`config.mk`:
```
export PLATFORM = sky130hd
export DESIGN_NAME = scs_top
export DESIGN_NICKNAME = d
export VERILOG_FILES = /design/src/scs_pkg.sv /design/src/scs_top.sv /design/src/scs_rate_div.sv /design/src/scs_edge_det.sv
export VERILOG_INCLUDE_DIRS = /design/src /design/src/src
export SDC_FILE = /design/constraint.sdc
export NUM_CORES = 1
export LEC_CHECK = 0
export ABC_CLOCK_PERIOD_IN_PS = 4260
export BUFFER_PORTS_ARGS = -buffer_cell sky130_fd_sc_hd__clkbuf_2
export CORE_MARGIN = 4
export CORE_UTILIZATION = 35
export DETAILED_ROUTE_END_ITERATION = 10
export GPL_ROUTABILITY_DRIVEN = 0
export PLACE_DENSITY = 0.58
export SYNTH_ARGS = -nofsm -noshare
export SYNTH_HDL_FRONTEND = slang
export SYNTH_SLANG_ARGS = --single-unit
```
`constraint.sdc`:
```
create_clock -name i_ref_clk -period 4.26 [get_ports i_ref_clk]
set_input_delay 0.213 -clock i_ref_clk [delete_from_list [all_inputs] [get_ports i_ref_clk]]
set_output_delay 0.213 -clock i_ref_clk [all_outputs]
set_load 0.01 [all_outputs]
```
`src/scs_defines.svh`:
```
// Purpose: register offsets, field positions, reset values and timing counts of the
//          serial clock and status block
// Assumes: byte-wide registers on a plain register port
// Notes:   offsets of control, data, mask and event registers are local choices
`ifndef SCS_DEFINES_SVH
`define SCS_DEFINES_SVH

// ---------------------------------------------------------------
// register offsets
// ---------------------------------------------------------------
`define SCS_ADDR_W 8
`define SCS_OFF_STATUS 8'he8
`define SCS_OFF_CTRL 8'he9
`define SCS_OFF_DATA 8'hea
`define SCS_OFF_EVT 8'heb
`define SCS_OFF_MASK 8'hec
`define SCS_OFF_IRQEN 8'hed

// ---------------------------------------------------------------
// control register fields
// ---------------------------------------------------------------
`define SCS_CTL_TIMER_CLOCK_SELECT 7
`define SCS_CTL_EN 6
`define SCS_CTL_LSBF 5
`define SCS_CTL_MASTER_SELECT 4
`define SCS_CTL_CLOCK_IDLE_POLARITY 3
`define SCS_CTL_CLOCK_SAMPLE_PHASE 2
`define SCS_CTL_RATE_HI 1
`define SCS_CTL_RATE_LO 0

// ---------------------------------------------------------------
// status register fields
// ---------------------------------------------------------------
`define SCS_ST_DONE 7
`define SCS_ST_WRITE_COLLISION_FLAG 6
`define SCS_ST_MODE_FAULT_FLAG 5
`define SCS_ST_TXE 4
`define SCS_ST_SELECT_IGNORE 2
`define SCS_ST_SLAVE_OUT_DISABLE 1
`define SCS_ST_TXEIE 0
`define SCS_ST_SW_MASK 8'h07

// ---------------------------------------------------------------
// reset values and divide ratios
// ---------------------------------------------------------------
`define SCS_RST_STATUS 8'h00
`define SCS_RST_CTRL 8'h00
`define SCS_DIV_00 7'h04
`define SCS_DIV_01 7'h08
`define SCS_DIV_10 7'h20
`define SCS_DIV_11 7'h40

`endif

```
`src/scs_pkg.sv`:
```
// Purpose: shared types of the serial clock and status block
// Assumes: scs_defines.svh carries the numbers
// Notes:   none
`default_nettype none

package scs_pkg;

   typedef enum logic [1:0]
   {
      SCS_IDLE = 2'b00,
      SCS_LEAD = 2'b01,
      SCS_TRAIL = 2'b10
   } scs_phase_t;

endpackage : scs_pkg

`default_nettype wire

```
`src/scs_top.sv`:
```
// Purpose: serial port clock generation, transfer engine and status register
// Assumes: pins synchronous to i_ref_clk; single register port master
// Notes:   transmit buffer is one byte deep, receive buffer one byte
//
// Contract
// Clock idles high when polarity is 1, low when 0.
// Phase with polarity picks launch and sample edges; four formats.
// Master rate field divides base clock by 4, 8, 32 or 64.
// Timer clock select picks system clock or timer overflow as base.
// Rate field is ignored in slave mode; slave follows incoming clock.
// Software programs all control fields before setting the enable bit.
// Master is enabled before any slave select goes low.
// Transfer end sets done flag, interrupts when unit irq enabled.
// Done flag clears by write or status read then data access.
// Data write while buffer full sets collision flag, transfer untouched.
// Collision flag clears by write or status read then data access.
// Master, select-ignore 0, select low sets mode fault; write clears.
// Buffer moved to shifter sets tx empty flag; software clears it.
// Tx empty interrupts only when buffer and unit enables are 1.
// Select-ignore 0: slave only while select low; master watches select.
// Select-ignore 1: slave always active, no mode fault, pin freed.
// Slave output disable tristates the slave data output.
// Shared select: first byte addresses, addressed slave clears disable.
// Master data write loads buffer and starts transfer when idle.
`include "scs_defines.svh"
`default_nettype none

module scs_top
   import scs_pkg::*;
(
   // clock and reset
   input wire logic i_ref_clk,
   input wire logic i_srst,
   // register port
   input wire logic [7:0] i_addr,
   input wire logic [7:0] i_wdata,
   input wire logic i_wr,
   input wire logic i_rd,
   output logic [7:0] o_rdata,
   // timer overflow pulse
   input wire logic i_tick_ovf,
   // serial pins
   input wire logic i_sclk,
   input wire logic i_mosi,
   input wire logic i_miso,
   input wire logic i_sel_n,
   output logic o_sclk,
   output logic o_sclk_oe,
   output logic o_mosi,
   output logic o_mosi_oe,
   output logic o_miso,
   output logic o_miso_oe,
   output logic o_sel_pin_free,
   // interrupt
   output logic o_irq
);

   typedef struct packed
   {
      logic [7:0] ctrl;
      logic [7:0] status;
      logic [3:0] mask;
      logic irq_en;
      logic [7:0] txbuf;
      logic txfull;
      logic [7:0] shreg;
      logic [7:0] rxbuf;
      logic [3:0] bitcnt;
      scs_phase_t phase;
      logic sampled;
      logic st_read;
      logic [7:0] rdata;
      logic sclk;
      logic sclk_oe;
      logic mosi;
      logic mosi_oe;
      logic miso;
      logic miso_oe;
      logic pin_free;
      logic irq;
   } scs_st_t;

   scs_st_t st_q;
   scs_st_t st_d;
   logic half_tick;
   logic in_rise;
   logic in_fall;
   logic en;
   logic master_select;
   logic clock_idle_polarity;
   logic clock_sample_phase;
   logic select_ignore;
   logic slave_act;
   logic lead_edge;
   logic trail_edge;
   logic data_acc;
   logic in_bit;
   logic out_bit;
   logic [3:0] ev;

   // ---------------------------------------------------------------
   // rate divider and edge detect
   // ---------------------------------------------------------------
   scs_rate_div u_div
   (
      .i_ref_clk(i_ref_clk),
      .i_srst(i_srst),
      .i_run(en & master_select & (st_q.phase != SCS_IDLE)),
      .i_timer_sel(st_q.ctrl[`SCS_CTL_TIMER_CLOCK_SELECT]),
      .i_rate(st_q.ctrl[`SCS_CTL_RATE_HI:`SCS_CTL_RATE_LO]),
      .i_tick_ovf(i_tick_ovf),
      .o_half_tick(half_tick)
   );

   scs_edge_det u_edge
   (
      .i_ref_clk(i_ref_clk),
      .i_srst(i_srst),
      .i_sclk(i_sclk ^ clock_idle_polarity),
      .o_rise(in_rise),
      .o_fall(in_fall)
   );

   // ---------------------------------------------------------------
   // derived controls
   // ---------------------------------------------------------------
   always_comb
   begin
      en = st_q.ctrl[`SCS_CTL_EN];
      master_select = st_q.ctrl[`SCS_CTL_MASTER_SELECT];
      clock_idle_polarity = st_q.ctrl[`SCS_CTL_CLOCK_IDLE_POLARITY];
      clock_sample_phase = st_q.ctrl[`SCS_CTL_CLOCK_SAMPLE_PHASE];
      select_ignore = st_q.status[`SCS_ST_SELECT_IGNORE];
      slave_act = en & ~master_select & (select_ignore | ~i_sel_n);
      // slave edges follow the incoming clock, rate unused
      if (master_select)
      begin
         lead_edge = half_tick & (st_q.phase == SCS_LEAD);
         trail_edge = half_tick & (st_q.phase == SCS_TRAIL);
      end
      else
      begin
         lead_edge = slave_act & in_rise;
         trail_edge = slave_act & in_fall;
      end
      data_acc = (i_addr == `SCS_OFF_DATA) & (i_wr | i_rd);
      in_bit = master_select ? i_miso : i_mosi;
      out_bit = st_q.ctrl[`SCS_CTL_LSBF] ? st_q.shreg[0] : st_q.shreg[7];
   end

   // ---------------------------------------------------------------
   // next state
   // ---------------------------------------------------------------
   always_comb
   begin
      st_d = st_q;
      ev = 4'h0;
      st_d.sampled = 1'b0;

      // transfer engine; clock_sample_phase 0 samples on leading edge, 1 on trailing
      if (!en)
      begin
         st_d.phase = SCS_IDLE;
         st_d.bitcnt = 4'h0;
      end
      else if (st_q.phase == SCS_IDLE)
      begin
         if (master_select && st_q.txfull)
         begin
            st_d.shreg = st_q.txbuf;
            st_d.txfull = 1'b0;
            ev[`SCS_ST_TXE - 4] = 1'b1;
            st_d.phase = SCS_LEAD;
            st_d.bitcnt = 4'h0;
         end
         else if (!master_select && slave_act)
         begin
            // slave echoes last byte unless new data was written
            if (st_q.txfull)
            begin
               st_d.shreg = st_q.txbuf;
               st_d.txfull = 1'b0;
               ev[`SCS_ST_TXE - 4] = 1'b1;
            end
            st_d.phase = SCS_LEAD;
            st_d.bitcnt = 4'h0;
         end
      end
      else
      begin
         if (lead_edge)
         begin
            if (!clock_sample_phase)
            begin
               st_d.sampled = in_bit;
               st_d.shreg = st_q.ctrl[`SCS_CTL_LSBF] ? {in_bit, st_q.shreg[7:1]}
                  : {st_q.shreg[6:0], in_bit};
            end
            st_d.phase = SCS_TRAIL;
         end
         if (trail_edge)
         begin
            if (clock_sample_phase)
            begin
               st_d.shreg = st_q.ctrl[`SCS_CTL_LSBF] ? {in_bit, st_q.shreg[7:1]}
                  : {st_q.shreg[6:0], in_bit};
            end
            st_d.bitcnt = st_q.bitcnt + 4'h1;
            st_d.phase = SCS_LEAD;
            if (st_q.bitcnt == 4'h7)
            begin
               st_d.rxbuf = st_d.shreg;
               ev[`SCS_ST_DONE - 4] = 1'b1;
               st_d.phase = SCS_IDLE;
            end
         end
         // slave deselected mid-byte aborts the byte
         if (!master_select && !slave_act)
         begin
            st_d.phase = SCS_IDLE;
         end
      end

      // mode fault: drop to slave and stop
      if (en && master_select && !select_ignore && !i_sel_n)
      begin
         ev[`SCS_ST_MODE_FAULT_FLAG - 4] = 1'b1;
         st_d.ctrl[`SCS_CTL_MASTER_SELECT] = 1'b0;
         st_d.phase = SCS_IDLE;
      end

      // register port
      st_d.rdata = 8'h00;
      if (i_rd)
      begin
         unique case (i_addr)
            `SCS_OFF_STATUS: st_d.rdata = {st_q.status[7:4], 1'b0, st_q.status[2:0]};
            `SCS_OFF_CTRL: st_d.rdata = st_q.ctrl;
            `SCS_OFF_DATA: st_d.rdata = st_q.rxbuf;
            `SCS_OFF_MASK: st_d.rdata = {4'h0, st_q.mask};
            `SCS_OFF_IRQEN: st_d.rdata = {7'h00, st_q.irq_en};
            default: st_d.rdata = 8'h00;
         endcase
         st_d.st_read = (i_addr == `SCS_OFF_STATUS);
      end
      if (data_acc && st_q.st_read)
      begin
         st_d.status[`SCS_ST_DONE] = 1'b0;
         st_d.status[`SCS_ST_WRITE_COLLISION_FLAG] = 1'b0;
         st_d.st_read = 1'b0;
      end
      if (i_wr)
      begin
         unique case (i_addr)
            `SCS_OFF_CTRL: st_d.ctrl = i_wdata;
            `SCS_OFF_STATUS:
            begin
               // flags clear where a zero is written
               st_d.status[7:4] = st_q.status[7:4] & i_wdata[7:4];
               st_d.status[2:0] = i_wdata[2:0];
            end
            `SCS_OFF_EVT: st_d.status[7:4] = st_d.status[7:4] & ~i_wdata[7:4];
            `SCS_OFF_MASK: st_d.mask = i_wdata[3:0];
            `SCS_OFF_IRQEN: st_d.irq_en = i_wdata[0];
            `SCS_OFF_DATA:
            begin
               if (st_q.txfull)
               begin
                  ev[`SCS_ST_WRITE_COLLISION_FLAG - 4] = 1'b1;
               end
               else
               begin
                  st_d.txbuf = i_wdata;
                  st_d.txfull = 1'b1;
               end
            end
            default: ;
         endcase
      end
      // hardware set wins over any clear
      st_d.status[7:4] = st_d.status[7:4] | ev;

      // pins
      if (master_select && en && st_q.phase != SCS_IDLE)
      begin
         if (half_tick)
         begin
            st_d.sclk = (st_q.phase == SCS_LEAD) ? ~clock_idle_polarity : clock_idle_polarity;
         end
      end
      else
      begin
         st_d.sclk = clock_idle_polarity;
      end
      st_d.sclk_oe = en & master_select;
      // phase 0 holds the first bit ahead of the leading edge so data never moves on the sampling edge
      if (st_q.phase == SCS_IDLE || (clock_sample_phase ? lead_edge : trail_edge)
         || (!clock_sample_phase && st_q.phase == SCS_LEAD && !lead_edge))
      begin
         st_d.mosi = out_bit;
         st_d.miso = out_bit;
      end
      st_d.mosi_oe = en & master_select & (st_q.phase != SCS_IDLE);
      st_d.miso_oe = slave_act & ~st_q.status[`SCS_ST_SLAVE_OUT_DISABLE];
      st_d.pin_free = select_ignore;

      // interrupt: done, collision and fault via unit enable and mask; tx empty needs its own too
      st_d.irq = st_q.irq_en & |(st_q.status[7:4] & {st_q.mask[3:1],
         st_q.mask[0] & st_q.status[`SCS_ST_TXEIE]});
   end

   always_ff @(posedge i_ref_clk)
   begin
      if (i_srst)
      begin
         st_q <= '0;
         st_q.ctrl <= `SCS_RST_CTRL;
         st_q.status <= `SCS_RST_STATUS;
         st_q.mask <= 4'hf;
      end
      else
      begin
         st_q <= st_d;
      end
   end

   // ---------------------------------------------------------------
   // outputs
   // ---------------------------------------------------------------
   assign o_rdata = st_q.rdata;
   assign o_sclk = st_q.sclk;
   assign o_sclk_oe = st_q.sclk_oe;
   assign o_mosi = st_q.mosi;
   assign o_mosi_oe = st_q.mosi_oe;
   assign o_miso = st_q.miso;
   assign o_miso_oe = st_q.miso_oe;
   assign o_sel_pin_free = st_q.pin_free;
   assign o_irq = st_q.irq;

endmodule : scs_top

`default_nettype wire

```
`src/scs_rate_div.sv`:
```
// Purpose: serial bit-clock enable from system clock or timer overflow
// Assumes: i_tick_ovf is a one-cycle pulse
// Notes:   emits a pulse every half serial period
`include "scs_defines.svh"
`default_nettype none

module scs_rate_div
   import scs_pkg::*;
(
   // clock and reset
   input wire logic i_ref_clk,
   input wire logic i_srst,
   // control
   input wire logic i_run,
   input wire logic i_timer_sel,
   input wire logic [1:0] i_rate,
   input wire logic i_tick_ovf,
   // half-period enable
   output logic o_half_tick
);

   typedef struct packed
   {
      logic [6:0] cnt;
      logic half;
   } scs_div_st_t;

   scs_div_st_t st_q;
   scs_div_st_t st_d;
   logic base_en;
   logic [6:0] ratio;

   // ---------------------------------------------------------------
   // base clock and ratio
   // ---------------------------------------------------------------
   always_comb
   begin
      base_en = i_timer_sel ? i_tick_ovf : 1'b1;
      unique case (i_rate)
         2'b00: ratio = `SCS_DIV_00;
         2'b01: ratio = `SCS_DIV_01;
         2'b10: ratio = `SCS_DIV_10;
         2'b11: ratio = `SCS_DIV_11;
      endcase
   end

   always_comb
   begin
      st_d = st_q;
      st_d.half = 1'b0;
      if (!i_run)
      begin
         st_d.cnt = 7'h00;
      end
      else if (base_en)
      begin
         // two half ticks per serial period
         if (st_q.cnt >= {1'b0, ratio[6:1]} - 7'h01)
         begin
            st_d.cnt = 7'h00;
            st_d.half = 1'b1;
         end
         else
         begin
            st_d.cnt = st_q.cnt + 7'h01;
         end
      end
   end

   always_ff @(posedge i_ref_clk)
   begin
      if (i_srst)
      begin
         st_q <= '0;
      end
      else
      begin
         st_q <= st_d;
      end
   end

   assign o_half_tick = st_q.half;

endmodule : scs_rate_div

`default_nettype wire

```
`src/scs_edge_det.sv`:
```
// Purpose: edge detect of the incoming serial clock
// Assumes: inputs synchronous to i_ref_clk
// Notes:   one cycle of latency on all outputs
`default_nettype none

module scs_edge_det
   import scs_pkg::*;
(
   // clock and reset
   input wire logic i_ref_clk,
   input wire logic i_srst,
   // pins
   input wire logic i_sclk,
   // edges
   output logic o_rise,
   output logic o_fall
);

   typedef struct packed
   {
      logic prev;
      logic rise;
      logic fall;
   } scs_edge_st_t;

   scs_edge_st_t st_q;
   scs_edge_st_t st_d;

   always_comb
   begin
      st_d.prev = i_sclk;
      st_d.rise = i_sclk & ~st_q.prev;
      st_d.fall = ~i_sclk & st_q.prev;
   end

   always_ff @(posedge i_ref_clk)
   begin
      if (i_srst)
      begin
         st_q <= '0;
      end
      else
      begin
         st_q <= st_d;
      end
   end

   assign o_rise = st_q.rise;
   assign o_fall = st_q.fall;

endmodule : scs_edge_det

`default_nettype wire

```
==> qor.yml, run 1 <==
status:
  status: "completed"
clocking:
  root_buffer: "clkbuf_16"
  postCtsHoldBufs: 0
  cts_tree: "yes"
  clock_sinks: 78
  post_cts_resized: 0
  clkTransAtPathRegs_ps: 60
  cts_max_level: 3
  cts_buffers: 9
  clock_latency_ps: 330
  clockBufferDepth: 2
  cts_setup_buffers: 0
power_and_ir_drop:
  finalPower_mw: 1.581
  vdd_drop_max_mv: 0.1808
  power.density_nw_per_um2: 325.8
  power.leakage_nw: 1.860
routing:
  viasPerCell: 5.429
  drt_first_pass_iters: 6
  antenna_left: 0
  dr.first_iter.drc_count: 271
  via_count: 3735
  wl_per_cell_um: 16.44
  wl_um: 11310
  drcViolationCount: 0
yosys:
  ys_ff_latch: 78
  syn_inst: 499
  synth_edf_count: 0
  synth_compound_area_frac: 0.2048
  synth_cell_type_count: 62
  synth_top_area_cell: "dfxtp_1"
  synth_most_common_cell: "dfxtp_1"
  synth_flop_cell: "dfxtp_1"
  synth-xor-area-share: 0.01014
  ys_warn_count: 0
  synth-simple-area-share: 0.2158
  syn_area_um2: 4319
  async_flop_share: 0
  synth_top_family_by_area: "simple AND/OR/NAND/NOR gates"
  synth_top_area_share: 0.3615
  synth_area_leaders: "dfxtp_1, mux2_2, mux2i_1, nand2_1, a21oi_1"
  synthAdderAreaFrac: 0.02607
  synthMuxAreaShare: 0.1240
  yosysSeqAreaShare: 0.3615
  ys_top_cells_by_count: "dfxtp_1, nand2_1, nor2_1, a21oi_1, mux2_2"
  avgSynthCellArea_um2: 8.656
grt:
  grt_max_degree: 39
  grt_pass1_wl_um: 18840
  grt_usage: 0.1637
  grtUsageMet2: 0.2575
  antenna_found_initial: 0
  grt_pass1_vias: 3574
  gr-total-overflow: 0
  grt.met3_usage: 0.03229
  met1_usage: 0.2249
  busiest_layer: "met2"
timing:
  fin_crit_sh: 0.5576
  slew_headroom: 0.3179
  tns_ps: 0
  fin_skew_ps: 8.590
  clock.fmax_ghz: 0.4210
  hold_viol: 0
  whs_ps: 178.0
  post-route-min-period_ps: 2375
  rsz0062_at_grt: "false"
  drv_slew: 0
  worstMarginPinSlew_ps: 1016
  setup_viol: 0
worst_setup_path:
  cp-start-kind: "register"
  critical_path_class: "reg2reg"
  worst-path-max-fanout: 19
  endpoint_kind: "register"
  r2r_slack_ps: 1880
  arrival_ps: 2610
  cp.required_ps: 4490
finish:
  area_growth_pct: 12.37
  largest-register: "st_q"
  largest_reg_flops: 47
  postLayoutCoreUtil: 0.4024
  drive_gt1_frac: 0.1865
  finish.cell_count_without_fillers: 688
  nets: 549
  antenna_cells: 0
floorplan:
  rows: 40
  initial_core_util: 0.3581
  die_y_um: 119.1
  core_um2: 12060
  pin_count: 41
  die_w_um: 119.1
  dieArea_um2: 14180
hold_path:
  hold_path_class: "in2reg"
placement:
  hpwl_um: 8366
  portBuffers: 40
  placedCellCount: 672
job:
  drv_cap: 0
## metal layers
layer | part of all wire | wire [um]
met1 | 0.47 | 5362
met4 | 0.014 | 163
met3 | 0.044 | 499
met5 | 0 | 0
met2 | 0.47 | 5284
## path summary, 6_finish.rpt
kind / startpoint / endpoint / cells past startpoint
hold / removal: i_sclk / u_edge.st_q[2]$_SDFF_PP0_ / 3
setup reg to reg: master_select$_SDFF_PP0_ / st_q[34]$_SDFFE_PP0P_ / 4
setup / recovery: master_select$_SDFF_PP0_ / st_q[34]$_SDFFE_PP0P_ / 4
hold reg to reg: u_edge.st_q[2]$_SDFF_PP0_ / u_edge.o_rise$_SDFF_PP0_ / 1
## where the power goes
group / switching [mW] / total [mW] / internal [mW]
logic: 0.0481 / 0.0724 / 0.0243
registers: 0.00172 / 0.733 / 0.731
clock network: 0.306 / 0.776 / 0.470
total: 0.356 / 1.58 / 1.23
## logic make-up after synthesis
kind of cell / after synthesis
other: 1
AND/OR/NAND/NOR: 181
flip-flops: 78
adder cells (fa/ha/maj): 9
buffers and inverters: 51
AO/OA/AOI/OAI: 125
multiplexers: 49
XOR/XNOR: 5
## final cells by class
class,count,area [um2]
Fill cell,1235,7208
Multi-Input combinational cell,371,2516
Sequential cell,78,1562
Clock buffer,11,242.7
Timing Repair Buffer,42,215.2
Tap cell,168,210.2
Clock inverter,5,58.81
Inverter,13,48.80
## placed cells by master (no fill, tap or decap), types with 3 or more instances in the layout
cell | Yosys | final
a211o_1 | 3 | 3
nand4_1 | 4 | 4
nand4b_1 | 4 | 4
o2111ai_1 | 10 | 10
nor2_1 | 39 | 39
nor2b_1 | 3 | 3
nor4_1 | 3 | 3
a21o_1 | 6 | 6
o31ai_1 | 8 | 8
nor3_1 | 14 | 14
and3_1 | 5 | 5
inv_1 | 13 | 13
nand3b_1 | 4 | 4
mux2i_1 | 22 | 22
mux2_2 | 25 | 25
nand3_1 | 21 | 21
nand2_1 | 50 | 50
o311ai_1 | 8 | 8
a211oi_1 | 7 | 7
or2_2 | 4 | 4
ha_1 | 9 | 9
a21oi_1 | 30 | 30
o21a_1 | 3 | 3
nand2b_1 | 10 | 10
o21ai_0 | 22 | 22
a22oi_1 | 7 | 7
clkbuf_16 | 0 | 9
and2_1 | 5 | 5
xor2_1 | 3 | 3
clkbuf_2 | 0 | 40
dfxtp_1 | 78 | 78
or3_1 | 5 | 5
## stage by stage
stage          setup WS, ps  area [um2]
6_report               1885        4853
5_1_grt                1588        4853
4_1_cts                1902        4853
3_5_place_dp           1939        4552
3_3_place_gp           2028        4552
2_1_floorplan          2362        4323
## worst max-delay path: stages (launching register included)
cell and delay (ps):
dfxtp_1 760, o211ai_2 370, o21ai_1 660, o21ai_0 170, o311ai_1 310
Power figures use the tool's default switching activity.
==> run 2: changes to the inputs <==
--- a/config.mk
+++ b/config.mk
@@ -6,7 +6,7 @@
 export SDC_FILE = /design/constraint.sdc
 export NUM_CORES = 1
 export LEC_CHECK = 0
-export ABC_CLOCK_PERIOD_IN_PS = 4260
+export ABC_CLOCK_PERIOD_IN_PS = 2500
 export BUFFER_PORTS_ARGS = -buffer_cell sky130_fd_sc_hd__clkbuf_2
 export CORE_MARGIN = 4
 export CORE_UTILIZATION = 35
==> constraint.sdc (replaced) <==
create_clock -name i_ref_clk -period 2.5 [get_ports i_ref_clk]
set_input_delay 0.125 -clock i_ref_clk [delete_from_list [all_inputs] [get_ports i_ref_clk]]
set_output_delay 0.125 -clock i_ref_clk [all_outputs]
set_load 0.01 [all_outputs]
==> qor.yml, run 2 (synthesis gave the netlist of run 1 again) <==
timing:
  drv_slew: 0  # unchanged
  tns_ps: 0  # unchanged
  fin_skew_ps: 10.70  # was 8.590 ps
  fin_crit_sh: 0.8577  # was 0.5576
  setup_viol: 0  # unchanged
  hold_viol: 0  # unchanged
  post-route-min-period_ps: 2144  # was 2375 ps
  slew_headroom: 0.5645  # was 0.3179
  rsz0062_at_grt: "false"  # unchanged
  clock.fmax_ghz: 0.4664  # was 0.4210 GHz
  worst_slack_ps: 355.8  # was 1885 ps
  worstMarginPinSlew_ps: 636.8  # was 1016 ps
clocking:
  cts_setup_buffers: 0  # unchanged
  clock_sinks: 78  # unchanged
  cts_tree: "yes"  # unchanged
  clkTransAtPathRegs_ps: 70  # was 60 ps
  postCtsHoldBufs: 0  # unchanged
  cts_buffers: 9  # unchanged
  root_buffer: "clkbuf_16"  # unchanged
  clockBufferDepth: 2  # unchanged
  cts_max_level: 3  # unchanged
  post_cts_resized: 0  # unchanged
  clock_latency_ps: 340  # was 330 ps
routing:
  wl_per_cell_um: 16.99  # was 16.44 um
  antenna_left: 0  # unchanged
  wl_um: 11810  # was 11310 um
  drcViolationCount: 0  # unchanged
  dr.first_iter.drc_count: 403  # was 271
  drt_first_pass_iters: 5  # was 6
  via_count: 3837  # was 3735
  viasPerCell: 5.521  # was 5.429
finish:
  nets: 556  # was 549
  area_growth_pct: 13.53  # was 12.37%
  largest-register: "st_q"  # unchanged
  drive_gt1_frac: 0.1973  # was 0.1865
  layout_common_cells: "dfxtp_1, nand2_1, clkbuf_2, nor2_1, a21oi_1"  # unchanged
  nFillCells: 1207  # was 1235
  layout_commonest_cell: "dfxtp_1"  # unchanged
  largest_reg_flops: 47  # unchanged
  antenna_cells: 0  # unchanged
worst_setup_path:
  crit_chain: "nand4b_1 > nor2b_4 > or3_1 > a211o_1 > a21oi_1"  # was o211ai_2 > o21ai_1 > o21ai_0 > o311ai_1
  critPathSlowestCell: "dfxtp_1"  # unchanged
  critical_path_class: "reg2reg"  # unchanged
  critPathBufInv: 0  # unchanged
  cp.required_ps: 2770  # was 4490 ps
  worst-path-max-fanout: 13  # was 19
  crit_family: "simple AND/OR/NAND/NOR gates"  # was compound AO/OA/AOI/OAI gates
  cpPeakStageDelay_ps: 600  # was 760 ps
  endpoint_kind: "register"  # unchanged
  cp-start-kind: "register"  # unchanged
  crit_start: "master_select$_SDFF_PP0_"  # unchanged
  reg2reg_from: "master_select$_SDFF_PP0_"  # unchanged
  arrival_ps: 2420  # was 2610 ps
power_and_ir_drop:
  p_sw_frac: 0.2420  # was 0.2251
  power.leakage_nw: 1.892  # was 1.860 nW
  vdd_drop_max_mv: 0.3371  # was 0.1808 mV
  clockPowerShare: 0.496  # was 0.491
  finalPower_mw: 2.731  # was 1.581 mW
  seqPwrFrac: 0.457  # was 0.464
  comb_power_share: 0.047  # was 0.046
  power.density_nw_per_um2: 556.9  # was 325.8 nW/um2
  intPower_mw: 2.070  # was 1.226 mW
  p_switching_mw: 0.6608  # was 0.3559 mW
grt:
  grt_pass1_wl_um: 18920  # was 18840 um
  antenna_found_initial: 0  # unchanged
  grt_pass1_vias: 3631  # was 3574
  grt_usage: 0.1666  # was 0.1637
  grt_max_degree: 32  # was 39
  gr-total-overflow: 0  # unchanged
job:
  drv_cap: 0  # unchanged
hold_path:
  worstHoldStart: "i_wdata[5]"  # was i_sclk
  hold_path_class: "in2reg"  # unchanged
floorplan:
  initial_core_util: 0.3581  # unchanged
  rows: 40  # unchanged
  die_w_um: 119.1  # unchanged
  dieArea_um2: 14180  # unchanged
  pin_count: 41  # unchanged
  die_y_um: 119.1  # unchanged
  core_um2: 12060  # unchanged
placement:
  portBuffers: 40  # unchanged
  hpwl_um: 8531  # was 8366 um
  pre_cts_ws_ps: 392.9  # was 1939 ps
status:
  status: "completed"  # unchanged
==> run 2: cell count changes in the layout (fill, tap and decap cells not counted) <==
cell / change
clkinv_2: -1
buf_4: +7
inv_6: +2
clkbuf_8: -1
clkinv_4: -1
clkinvlp_4: +1
==> run 2: path summary, 6_finish.rpt <==
kind | endpoint | slack (ps) | cells past startpoint
max reg2reg | st_q[29]$_SDFFE_PP0P_ | 360 | 5
max | st_q[29]$_SDFFE_PP0P_ | 360 | 5
min reg2reg | u_edge.o_rise$_SDFF_PP0_ | 410 | 1
min | st_q[67]$_SDFFE_PP0P_ | 80 | 3
==> run 2: layout make-up <==
class                      count  area, um2  share of cell area
inverter                      13      48.80            0.009952
tap                          168      210.2             0.04287
sequential                    78       1562              0.3184
multi-input combinational    371       2516              0.5131
clock buffer                  10      229.0             0.04670
clock inverter                 6      70.07             0.01429
timing repair buffer          49      267.8             0.05461
==> run 2: worst reg2reg max path: cells and delay by family (launching register included) <==
family	cells	cell delay [ps]
AOI/OAI and AO/OA	2	490
DFF	1	600
and+or+nand+nor	3	1000
==> run 2: layer usage <==
metal / vias to the layer above / share of wire / GRT usage
li1: 1872 / - / -
met1: 1814 / 0.48 / 0.2269
met2: 126 / 0.44 / 0.2554
met3: 25 / 0.052 / 0.03419
met4: 0 / 0.028 / 0.07096
met5: - / 0 / 0
==> run 2: metrics by stage <==
stage / hold WS, ps / instances / area (um2) / util
3_3_place_gp: 397.4 / 679 / 4604 / 0.3817
3_5_place_dp: 404.3 / 679 / 4604 / 0.3817
2_1_floorplan: 250.1 / 500 / 4323 / -
5_1_grt: 97.33 / 695 / 4903 / 0.4065
6_report: 82.38 / 695 / 4903 / 0.4065
4_1_cts: 76.68 / 695 / 4903 / 0.4065
==> run 2: power by group through the flow <==
stage          combinational (mW)  clock, mW  sequential (mW)
2_1_floorplan              0.0766          0             1.28
3_3_place_gp                0.126          0             1.28
3_5_place_dp                0.127          0             1.28
4_1_cts                     0.128       1.36             1.25
5_1_grt                     0.139       1.43             1.25
6_report                    0.128       1.35             1.25
==> run 3: changes to the inputs <==
--- a/config.mk
+++ b/config.mk
@@ -6,6 +6,7 @@
 export SDC_FILE = /design/constraint.sdc
 export NUM_CORES = 1
 export LEC_CHECK = 0
+export ABC_AREA = 1
 export ABC_CLOCK_PERIOD_IN_PS = 2500
 export BUFFER_PORTS_ARGS = -buffer_cell sky130_fd_sc_hd__clkbuf_2
 export CORE_MARGIN = 4
==> qor.yml, run 3 <==
status:
  status: "completed"  # unchanged
yosys:
  ys_ff_latch: 78  # unchanged
  avgSynthCellArea_um2: 6.725  # was 8.656 um2
  synth_top_area_cell: "dfxtp_1"  # unchanged
  synth_flop_cell: "dfxtp_1"  # unchanged
  synth_most_common_cell: "nand2_1"  # was dfxtp_1
  synth_area_leaders: "dfxtp_1, nand2_1, a21oi_1, nand3_1, o21ai_0"  # was dfxtp_1, mux2_2, mux2i_1, nand2_1, a21oi_1
  synth_cell_type_count: 39  # was 62
  async_flop_share: 0  # unchanged
  ys_warn_count: 0  # unchanged
  synth_top_area_share: 0.3674  # was 0.3615
  syn_inst: 632  # was 499
  ys_top_cells_by_count: "nand2_1, dfxtp_1, inv_1, a21oi_1, nand3_1"  # was dfxtp_1, nand2_1, nor2_1, a21oi_1, mux2_2
  synth_edf_count: 0  # unchanged
  yosysSeqAreaShare: 0.3674  # was 0.3615
  syn_area_um2: 4250  # was 4319 um2
finish:
  finish.cell_count_without_fillers: 807  # was 695
  nets: 693  # was 556
  drive_gt1_frac: 0.1280  # was 0.1973
  layout_commonest_cell: "nand2_1"  # was dfxtp_1
  largest-register: "st_q"  # unchanged
  area_growth_pct: 12.78  # was 13.53%
  antenna_cells: 0  # unchanged
  largest_reg_flops: 47  # unchanged
  postLayoutCoreUtil: 0.4110  # was 0.4065
  layout_common_cells: "nand2_1, dfxtp_1, inv_1, a21oi_1, nand3_1"  # was dfxtp_1, nand2_1, clkbuf_2, nor2_1, a21oi_1
grt:
  antenna_found_initial: 0  # unchanged
  grt_pass1_wl_um: 19310  # was 18920 um
  grt_max_degree: 37  # was 32
  gr-total-overflow: 0  # unchanged
  grt_pass1_vias: 3930  # was 3631
  grt_usage: 0.1698  # was 0.1666
floorplan:
  rows: 39  # was 40
  die_y_um: 118.2  # was 119.1 um
  die_w_um: 118.2  # was 119.1 um
  initial_core_util: 0.3644  # was 0.3581
  core_um2: 11660  # was 12060 um2
  dieArea_um2: 13970  # was 14180 um2
  pin_count: 41  # unchanged
clocking:
  post_cts_resized: 0  # unchanged
  clockBufferDepth: 2  # unchanged
  clkTransAtPathRegs_ps: 60  # was 70 ps
  clock_latency_ps: 340  # about the same
  cts_tree: "yes"  # unchanged
  cts_max_level: 3  # unchanged
  cts_buffers: 9  # unchanged
  root_buffer: "clkbuf_16"  # unchanged
  cts_setup_buffers: 0  # unchanged
  postCtsHoldBufs: 0  # unchanged
  clock_sinks: 78  # unchanged
worst_setup_path:
  critical_path_class: "reg2reg"  # unchanged
  crit_chain: "nor2_1 > inv_1 > ha_1 > ha_1 > a21oi_1 > a21oi_1 > o21ai_0 > nand2_1 > nor2_1"  # was nand4b_1 > nor2b_4 > or3_1 > a211o_1 > a21oi_1
  cp.required_ps: 2780  # was 2770 ps
  arrival_ps: 2280  # was 2420 ps
  worst-path-max-fanout: 7  # was 13
  cp-start-kind: "register"  # unchanged
  critPathSlowestCell: "dfxtp_1"  # unchanged
  endpoint_kind: "register"  # unchanged
  critPathBufInv: 1  # was 0
  crit_family: "adder cells"  # was simple AND/OR/NAND/NOR gates
  cpPeakStageDelay_ps: 340  # was 600 ps
placement:
  portBuffers: 40  # unchanged
  pre_cts_ws_ps: 514.2  # was 392.9 ps
  placedCellCount: 791  # was 679
  hpwl_um: 8806  # was 8531 um
routing:
  drt_first_pass_iters: 5  # unchanged
  dr.first_iter.drc_count: 313  # was 403
  drcViolationCount: 0  # unchanged
  viasPerCell: 5.129  # was 5.521
  antenna_left: 0  # unchanged
  wl_um: 11780  # was 11810 um
  wl_per_cell_um: 14.60  # was 16.99 um
  via_count: 4139  # was 3837
timing:
  post-route-min-period_ps: 1999  # was 2144 ps
  whs_ps: 42.81  # was 82.38 ps
  worst_slack_ps: 501.0  # was 355.8 ps
  clock.fmax_ghz: 0.5002  # was 0.4664 GHz
  tns_ps: 0  # unchanged
  worstMarginPinSlew_ps: 739.9  # was 636.8 ps
  setup_viol: 0  # unchanged
  rsz0062_at_grt: "false"  # unchanged
  fin_crit_sh: 0.7996  # was 0.8577
  hold_viol: 0  # unchanged
  fin_skew_ps: 6.497  # was 10.70 ps
  drv_slew: 0  # unchanged
  slew_headroom: 0.5062  # was 0.5645
power_and_ir_drop:
  vdd_drop_max_mv: 0.2982  # was 0.3371 mV
  power.density_nw_per_um2: 587.8  # was 556.9 nW/um2
  power.leakage_nw: 2.039  # was 1.892 nW
job:
  drv_cap: 0  # unchanged
hold_path:
  hold_path_class: "in2reg"  # unchanged
==> run 3: cell types whose count changed after synthesis, moves of 25 or more <==
cell	previous run	this run
inv_1	13	64
nand3_1	21	58
o21ai_0	22	51
nand2_1	50	162
mux2_2	25	0
a21oi_1	30	62
==> run 3: worst paths after layout <==
kind                                           startpoint  slack [ps]                         end  cells past startpoint
worst max-delay path                st_q[62]$_SDFFE_PP0P_         500  u_div.st_q[7]$_SDFFE_PP0N_                      9
worst min-delay path                                 i_rd          40       st_q[16]$_SDFFE_PP0P_                      3
worst max register to register      st_q[62]$_SDFFE_PP0P_         500  u_div.st_q[7]$_SDFFE_PP0N_                      9
worst min register to register  u_edge.st_q[2]$_SDFF_PP0_         440    u_edge.o_rise$_SDFF_PP0_                      1
==> run 3: area by class of cell <==
cell class                 count  area (um2)
timing repair buffer          43       222.7
tap                          143       178.9
inverter                      71       267.8
clock buffer                  10       239.0
fill                        1258        6869
multi-input combinational    456        2230
sequential                    78        1562
clock inverter                 6       93.84
==> run 3: through the flow <==
stage | cell area, um2 | power [mW]
3_3_place_gp | 4461 | 1.370
3_5_place_dp | 4461 | 1.371
6_report | 4793 | 2.817
5_1_grt | 4793 | 2.906
2_1_floorplan | 4254 | 1.323
4_1_cts | 4793 | 2.843
==> run 3: report_power, final <==
part | internal, mW | switching, mW | leakage, nW
Clock | 0.909 | 0.565 | 0.159
Combinational | 0.0303 | 0.0659 | 1.25
Sequential | 1.25 | 0.00195 | 0.629
==> run 3: worst min-delay path, stage by stage <==
cell and delay, ps:
clkbuf_2 90, nand2_1 60, a21oi_1 60
==> run 3: layer usage <==
layer / up-vias / wire length (um) / global-route usage
met3: 16 / 639 / 0.04967
li1: 2109 / - / -
met2: 118 / 5367 / 0.2708
met1: 1896 / 5582 / 0.2239
met5: - / 0 / 0
met4: 0 / 191 / 0.04835
==> run 3: cell families after synthesis <==
logic type / share of synthesized area
adder cells (fa/ha/maj): 0.02649
other: 0.0008823
AO/OA/AOI/OAI: 0.1619
XOR/XNOR: 0.01855
buffers and inverters: 0.1089
multiplexers: 0.002355
AND/OR/NAND/NOR: 0.3135
flip-flops: 0.3674
